--- config.mk ---
export PLATFORM = sky130hd
export DESIGN_NAME = rhs_reset_supervisor
export DESIGN_NICKNAME = d
export VERILOG_FILES = /design/src/hw/rhs_pkg.sv /design/src/hw/rhs_if.sv /design/src/hw/rhs_power_sleep_sequencer.sv /design/src/hw/rhs_reset_supervisor.sv
export SDC_FILE = /design/constraint.sdc
export NUM_CORES = 1
export LEC_CHECK = 0
export BUFFER_PORTS_ARGS = -buffer_cell sky130_fd_sc_hd__buf_2
export CORE_MARGIN = 2
export CORE_UTILIZATION = 40
export CTS_BUF_LIST = sky130_fd_sc_hd__clkbuf_8
export DETAILED_ROUTE_END_ITERATION = 12
export GPL_TIMING_DRIVEN = 0
export PLACE_DENSITY = 0.66
export SYNTH_ARGS = -nofsm -noshare
export SYNTH_HDL_FRONTEND = slang
export SYNTH_SLANG_ARGS = --single-unit
export TNS_END_PERCENT = 20
--- constraint.sdc ---
create_clock -name CLOCK -period 4 [get_ports CLOCK]
set_input_delay 0.2 -clock CLOCK [delete_from_list [all_inputs] [get_ports CLOCK]]
set_output_delay 0.2 -clock CLOCK [all_outputs]
set_load 0.02 [all_outputs]
--- src/hw/rhs_pkg.sv ---
// Constants and types for the reset and hang supervision block.
// Assumes a single 100 MHz clock and a host that drives the reset pins.
// Behaviour
// - Power-up of a chained domain (7 to 15) coinciding with hard reset hangs the sequencer.
// - During hang the reset state output stays low.
// - Only full or power-on reset clears the hang; hard reset not.
// - System reset removes core power and clears debug state.
`default_nettype none
package rhs_pkg;
    localparam int RHS_NUM_DOMAINS = 16;
    localparam int RHS_CFG_W = 16;
    localparam int RHS_CORES = 8;
    localparam int RHS_FIRST_CHAIN = 7;
    localparam int RHS_LAST_CHAIN = 15;
    // Reset hold after all reset inputs drop
    localparam int RHS_RELEASE_NS = 100;
    localparam int RHS_CLK_NS = 10;
    localparam int RHS_RELEASE_CYC = (RHS_RELEASE_NS + RHS_CLK_NS - 1) / RHS_CLK_NS;
    localparam int RHS_CNT_W = 8;
    localparam logic [RHS_CNT_W-1:0] RHS_CNT_ZERO = 8'h00;
    typedef enum logic [1:0] {RHS_IN_RESET, RHS_RELEASE, RHS_RUN, RHS_HUNG} rhs_state_t;
endpackage : rhs_pkg
`default_nettype wire

--- src/hw/rhs_if.sv ---
// Carries domain power state between the supervisor and the sequencer.
// Assumes one clock shared by both ends.
`default_nettype none
interface rhs_if;
    import rhs_pkg::*;
    logic [RHS_NUM_DOMAINS-1:0] on;
    logic [RHS_NUM_DOMAINS-1:0] in_transition;
    logic hang;
    logic sys_reset;
    logic clear_hang;
    modport ctrl (input on, input in_transition, input hang, output sys_reset, output clear_hang);
    modport seq (output on, output in_transition, output hang, input sys_reset, input clear_hang);
endinterface : rhs_if
`default_nettype wire

--- src/hw/rhs_power_sleep_sequencer.sv ---
// Per-domain power sequencer with daisy-chain hang behaviour.
// Assumes power-up requests are single-cycle and synchronous.
`default_nettype none
module rhs_power_sleep_sequencer (
    input wire logic clk,
    input wire logic rst,
    input wire logic [rhs_pkg::RHS_NUM_DOMAINS-1:0] pwr_up_req,
    input wire logic [rhs_pkg::RHS_NUM_DOMAINS-1:0] pwr_dn_req,
    rhs_if.seq bus
);
    import rhs_pkg::*;
    logic [RHS_NUM_DOMAINS-1:0] on_r, on_nxt, tr_r, tr_nxt;
    logic hang_r, hang_nxt;

    function automatic logic is_chained(input int d);
        return (d >= RHS_FIRST_CHAIN) && (d <= RHS_LAST_CHAIN);
    endfunction : is_chained

    always_comb begin
        on_nxt = on_r;
        tr_nxt = tr_r;
        hang_nxt = hang_r;
        for (int d = 0; d < RHS_NUM_DOMAINS; d++) begin
            if (bus.sys_reset) begin
                if (tr_r[d] && is_chained(d))
                    hang_nxt = 1'b1;
                if (d >= RHS_FIRST_CHAIN + 1)
                    on_nxt[d] = 1'b0;
                if (!(tr_r[d] && is_chained(d)))
                    tr_nxt[d] = 1'b0;
            end else if (!hang_r) begin
                if (tr_r[d]) begin
                    tr_nxt[d] = 1'b0;
                    on_nxt[d] = 1'b1;
                end else if (pwr_up_req[d] && !on_r[d]) begin
                    tr_nxt[d] = 1'b1;
                end else if (pwr_dn_req[d]) begin
                    on_nxt[d] = 1'b0;
                end
            end
        end
        if (bus.clear_hang) begin
            hang_nxt = 1'b0;
            tr_nxt = '0;
        end
    end

    always_ff @(posedge clk or posedge rst) begin
        if (rst) begin
            on_r <= '0;
            tr_r <= '0;
            hang_r <= 1'b0;
        end else begin
            on_r <= on_nxt;
            tr_r <= tr_nxt;
            hang_r <= hang_nxt;
        end
    end

    assign bus.on = on_r;
    assign bus.in_transition = tr_r;
    assign bus.hang = hang_r;
endmodule : rhs_power_sleep_sequencer
`default_nettype wire

--- src/hw/rhs_reset_supervisor.sv ---
// Top: device reset controller with power-domain hang behaviour.
// Assumes host inputs are synchronous to CLOCK; RESET is the power-on reset.
`default_nettype none
module rhs_reset_supervisor #(
    parameter int RELEASE_CYC = rhs_pkg::RHS_RELEASE_CYC
) (
    // Clock and power-on reset
    input wire logic CLOCK,
    input wire logic RESET,
    // Host reset requests
    input wire logic HARD_RESET_IN,
    input wire logic FULL_RESET_IN,
    input wire logic DEBUG_SYS_RESET,
    input wire logic [rhs_pkg::RHS_CFG_W-1:0] BOOT_CFG_IN,
    // Software domain power control
    input wire logic [rhs_pkg::RHS_NUM_DOMAINS-1:0] PWR_UP_REQ,
    input wire logic [rhs_pkg::RHS_NUM_DOMAINS-1:0] PWR_DN_REQ,
    // Status
    output logic RESET_STATE_OUT,
    output logic [rhs_pkg::RHS_CFG_W-1:0] BOOT_CFG_LATCHED,
    output logic [rhs_pkg::RHS_NUM_DOMAINS-1:0] DOMAIN_ON,
    output logic [rhs_pkg::RHS_CORES-1:0] DEBUG_BKPT_VALID,
    output logic HANG_FLAG
);
    import rhs_pkg::*;

    // Release count must fit the down-counter
    if (RELEASE_CYC < 1 || RELEASE_CYC > (1 << RHS_CNT_W) - 1) begin : g_bad_release
        $error("RELEASE_CYC out of range");
    end

    rhs_if pbus ();
    rhs_state_t state_r, state_nxt;
    logic [RHS_CNT_W-1:0] cnt_r, cnt_nxt;
    logic stat_r, stat_nxt;
    logic [RHS_CFG_W-1:0] cfg_r, cfg_nxt;
    logic [RHS_CORES-1:0] bkpt_r, bkpt_nxt;
    logic sys_rst;
    logic full_rst;

    assign full_rst = FULL_RESET_IN;
    assign sys_rst = HARD_RESET_IN || DEBUG_SYS_RESET || FULL_RESET_IN;
    assign pbus.sys_reset = sys_rst;
    assign pbus.clear_hang = full_rst;

    rhs_power_sleep_sequencer u_seq (
        .clk(CLOCK),
        .rst(RESET),
        .pwr_up_req(PWR_UP_REQ),
        .pwr_dn_req(PWR_DN_REQ),
        .bus(pbus)
    );

    always_comb begin
        state_nxt = state_r;
        cnt_nxt = cnt_r;
        stat_nxt = stat_r;
        cfg_nxt = cfg_r;
        bkpt_nxt = bkpt_r;
        unique case (state_r)
            RHS_IN_RESET: begin
                stat_nxt = 1'b0;
                // Boot config re-latched during full reset
                if (full_rst)
                    cfg_nxt = BOOT_CFG_IN;
                if (!sys_rst) begin
                    state_nxt = RHS_RELEASE;
                    cnt_nxt = RELEASE_CYC[RHS_CNT_W-1:0];
                end
            end
            RHS_RELEASE: begin
                if (sys_rst) begin
                    state_nxt = RHS_IN_RESET;
                end else if (pbus.hang) begin
                    state_nxt = RHS_HUNG;
                end else if (cnt_r == RHS_CNT_ZERO) begin
                    state_nxt = RHS_RUN;
                    stat_nxt = 1'b1;
                end else begin
                    cnt_nxt = cnt_r - 8'h01;
                end
            end
            RHS_RUN: begin
                if (sys_rst) begin
                    state_nxt = RHS_IN_RESET;
                    stat_nxt = 1'b0;
                end
            end
            RHS_HUNG: begin
                stat_nxt = 1'b0;
                if (full_rst)
                    state_nxt = RHS_IN_RESET;
            end
        endcase
        if (sys_rst)
            bkpt_nxt = '0;
        else if (state_r == RHS_RUN)
            bkpt_nxt = pbus.on[RHS_NUM_DOMAINS-1:RHS_NUM_DOMAINS-RHS_CORES];
    end

    always_ff @(posedge CLOCK or posedge RESET) begin
        if (RESET) begin
            state_r <= RHS_IN_RESET;
            cnt_r <= RHS_CNT_ZERO;
            stat_r <= 1'b0;
            cfg_r <= '0;
            bkpt_r <= '0;
        end else begin
            state_r <= state_nxt;
            cnt_r <= cnt_nxt;
            stat_r <= stat_nxt;
            cfg_r <= cfg_nxt;
            bkpt_r <= bkpt_nxt;
        end
    end

    // Power-on reset shows BOOT_CFG_IN for one cycle right after release, then cfg_r
    logic por_seen_r, por_seen_nxt;
    logic [RHS_CFG_W-1:0] cfg_out_r, cfg_out_nxt;
    always_comb begin
        por_seen_nxt = 1'b1;
        cfg_out_nxt = por_seen_r ? cfg_r : BOOT_CFG_IN;
        if (por_seen_r && full_rst)
            cfg_out_nxt = BOOT_CFG_IN;
    end
    always_ff @(posedge CLOCK or posedge RESET) begin
        if (RESET) begin
            por_seen_r <= 1'b0;
            cfg_out_r <= '0;
        end else begin
            por_seen_r <= por_seen_nxt;
            cfg_out_r <= cfg_out_nxt;
        end
    end

    assign RESET_STATE_OUT = stat_r;
    assign BOOT_CFG_LATCHED = cfg_out_r;
    assign DOMAIN_ON = pbus.on;
    assign DEBUG_BKPT_VALID = bkpt_r;
    assign HANG_FLAG = pbus.hang;
endmodule : rhs_reset_supervisor
`default_nettype wire

==> impl_results.md <==
* Global Route met1 Usage at ~23%
* Total routing usage reported by global routing at roughly 17%
* Unrepaired setup endpoints after global routing: no
* Max frequency at just under 0.5 GHz
* Area of all placed cells without fillers at 4490 sq um
* CP max stage delay at approximately 0.36 ns
* Routed Wire Length at ~8.0 mm
* Clk slew on worst S/H paths at 0.09 ns
* Input/output buffers at slightly above 90
* Final Total Pwr at around 1.9 mW
* Slowest cell on the critical path: dfrtp_1
* Tmin final at between 2 and 2.5 ns
* Final cell count without fillers at roughly 550
* Most utilized layer in the global route result: met2
* Warnings from Yosys at 0
* Top-level port count at 95
* Iteration-0 DRC count of the detailed router at a little over 100
* Result of the run: completed
* Post-CTS Setup Repair Bufs at 0
* Worst Setup Slack, final at 1.99 ns
* GR Overflow Total at 0
* Hold Vio Cnt, Final at 0
* Antenna diode instance count at 0
* Sum of net half-perimeters after detailed placement at around 6 mm
* Die Area at slightly below 10000 sq um
* Filler Cells Inserted at 811
* Placed Instances at 528
* Total number of vias at about 2800
* Critical path, cell by cell: clkbuf_1, inv_2, and3_1, clkbuf_1, buf_2, mux2_1
* Total of endpoints with negative setup slack in the final report at 0
* Sequential fraction of the synthesis area at roughly three fifths
* Headroom to the max-slew limit at about 60%
* Leakage power figure at around 2.1 nW
* Average wire per cell in the routed design at 14.7 microns
* Area of the multi-input gates at roughly 1400 sq um
* Slew @ Worst Pin at ~0.6 ns
* GP Congestion at around 0.81
* # H-tree levels at 3
* Clock tree from TritonCTS: done
* First-pass GRT wire length at about 13 mm
* Max FO, Critical Path at 10
* Required time at the endpoint of the critical path at 4.23 ns
* Area of the core at about 8800 sq um
* Height of the chip at around 99 microns
* Synth-to-layout area growth at 23.5%
* Kind of critical path: reg2reg
* Post-placement worst setup slack at 1.96 ns
* Setup total negative slack at 0 ns
* Post-Synthesis Mean Instance Area at roughly 11 sq um
* Global-route met2 utilization at ~28%
* Max-cap violation count at 0
* Syn Nets at 381
* Cell area reported after detailed placement at 4270 sq um
* Clock sink count at 85
* Effective utilization at floorplan at between 40 and 50%
* Number of global-route vias before repair at between 2000 and 3000
* Critical Path Source Type: flip-flop
* Class of the worst hold path: in2reg
* Total number of nets in the final design at around 490
* Number of flip-flops and latches in the synthesized netlist at 85
* Clock Skews at between 0.01 and 0.015 ns
* Layout cell share with drive strength beyond 1 at 31.4%
* Clock root buffer: clkbuf_8
* Cts bufs inserted at 9
* Area taken by flip-flops and latches at 2130 sq um
* Finished Core Util at 51.2%
* Row count at 34
* Number of pins with negative max-slew slack in the final report at 0
* Mapped cell area at approximately 3600 sq um
* Drc violations at 0
* Unique masters post-synth at 40
* Fin Hold WS at about 0.067 ns
* Power per Cell Area at between 400 and 500 nW/um^2
* Peak VDD IR at approximately 0.16 mV
* CP Data Arrival Time at between 2 and 2.5 ns
* Clock insertion delay at the later pin of the skew report at approximately 0.35 ns
* Number of nets with antenna violations after routing at 0
* Via density at approximately 5.2
* Global-route met3 utilization at under 10%
* Post-route clock period utilization at 50.4%
* Type of element capturing the critical path: flip-flop
* Post-Syn Instances at between 300 and 400
* Die Wd at a little under 100 microns
* Total iterations of the first detailed-routing run at 4
* Cell type with the highest occurrence count on the critical path: clkbuf_1
* Max clock buf depth at 2
* Maximum number of pins on one net before global-route repair at 50
* Antenna violations before repair at 0
worst max-delay path: cells and delay by family (launching register included):
| family | cells | cell delay, ns |
|---|---|---|
| multiplexers | 1 | 0.36 |
| flip-flops | 1 | 0.36 |
| AND/OR/NAND/NOR | 1 | 0.16 |
| buffers and inverters | 4 | 1.00 |
cell families (layout without fill, tap and decap cells):
| logic type | after synthesis | count (layout) | share of synthesized area [%] |
|---|---|---|---|
| DFF | 85 | 85 | 58.5 |
| adders and majority gates | 2 | 2 | 0.688 |
| muxes | 32 | 32 | 9.91 |
| buffers and inverters | 28 | 139 | 3.10 |
| AOI/OAI and AO/OA | 71 | 71 | 11.6 |
| and+or+nand+nor | 107 | 107 | 16.1 |
| other | 1 | 1 | 0.103 |
layout by cell type (no fill, tap or decap), types with 2 or more instances in the layout:
master	instances
buf_2	99
dfrtp_1	85
nand2_1	39
a21oi_1	30
nor2_1	16
mux2_2	16
mux2_1	16
o21ai_0	13
inv_1	12
o21ai_1	9
clkbuf_8	9
a22o_1	8
nand2b_1	8
clkbuf_1	7
nor4b_1	7
nand3b_1	7
or3_1	5
nor3_1	5
nand3_1	3
o31ai_1	3
and3_1	3
or4_1	3
buf_1	2
inv_2	2
nor4_1	2
a211oi_1	2
nor2b_1	2
a32o_1	2
ha_1	2
bufinv_16	2
state kept, by name, summed over array words and instances, names as in the netlist:
name / cells
cfg_r: 16
BOOT_CFG_LATCHED: 16
u_seq.bus.hang: 1
u_seq.bus.on: 16
state_r: 2
u_seq.bus.in_transition: 16
cnt_r: 8
por_seen_r: 1
RESET_STATE_OUT: 1
DEBUG_BKPT_VALID: 8
what timing repair did:
item                                   in CTS  in global routing
hold buffers                                1                  0
endpoints found under the hold margin      36                  0
gates resized for setup                     0                  0
setup endpoints to repair                   0                  0
cell usage after synthesis:
cell type | n | area [sq um]
inv_2 | 2 | 7.51
nor3_1 | 5 | 25.0
nor4b_1 | 7 | 61.3
mux2_1 | 16 | 180
and3_1 | 3 | 18.8
nand4_1 | 1 | 6.26
inv_1 | 11 | 41.3
nand2_2 | 1 | 6.26
clkbuf_1 | 7 | 26.3
a32o_1 | 2 | 20.0
o21ai_0 | 13 | 65.1
a21oi_1 | 30 | 150
or4_4 | 1 | 11.3
ha_1 | 2 | 25.0
or4b_1 | 1 | 10.0
a211oi_1 | 2 | 15.0
nand2_1 | 39 | 146
nand3_1 | 3 | 15.0
o31ai_1 | 3 | 22.5
nor2_4 | 1 | 11.3
o32ai_1 | 1 | 8.76
nand4bb_1 | 1 | 11.3
a2bb2oi_1 | 1 | 8.76
buf_1 | 2 | 7.51
nor4_4 | 1 | 21.3
mux2_2 | 16 | 180
buf_2 | 6 | 30.0
o41ai_1 | 1 | 8.76
nand2b_1 | 8 | 50.1
nor2b_1 | 2 | 12.5
a22o_1 | 8 | 70.1
nand3b_1 | 7 | 52.6
nor2_1 | 16 | 60.1
o211ai_1 | 1 | 7.51
or4_1 | 3 | 22.5
nor4_1 | 2 | 12.5
o21ai_1 | 9 | 45.0
or3_1 | 5 | 31.3
conb_1 | 1 | 3.75
dfrtp_1 | 85 | 2130
metal layers:
layer  share of wire, %  wire, microns  vias to the layer above
met4                1.7            138                        0
met2                 48           3860                       61
met5                  0              0                        -
met3                4.6            368                       11
met1                 45           3640                     1372
li1                   -              -                     1367
power by group:
group	switching [mW]	internal (mW)	total (mW)
Combinational	0.160	0.116	0.275
Clock	0.307	0.350	0.656
Sequential	0.0370	0.921	0.958
area by class of cell:
cell class / instances / area share [%]
timing repair buffer: 95 / 11.2
tap: 108 / 3.01
clock inverter: 7 / 2.01
sequential: 85 / 47.4
clock buffer: 9 / 2.76
multi-input combinational: 213 / 31.1
inverter: 13 / 1.14
buffer: 15 / 1.42
path summary, 6_finish.rpt:
path | to | depth (start not counted) | slack [ns] | start
min reg2reg | cfg_r[11] | 1 | 0.49 | cfg_r[11]
min | cfg_r[11] | 2 | 0.07 | BOOT_CFG_IN[11]
min in group asynchronous | BOOT_CFG_LATCHED[14] | 3 | 0.41 | RESET
max | cfg_r[7] | 6 | 1.99 | state_r[0]
max reg2reg | cfg_r[7] | 6 | 1.99 | state_r[0]
max in group asynchronous | u_seq.bus.on[14] | 4 | 2.97 | RESET
(Power assumes the default switching activity.)
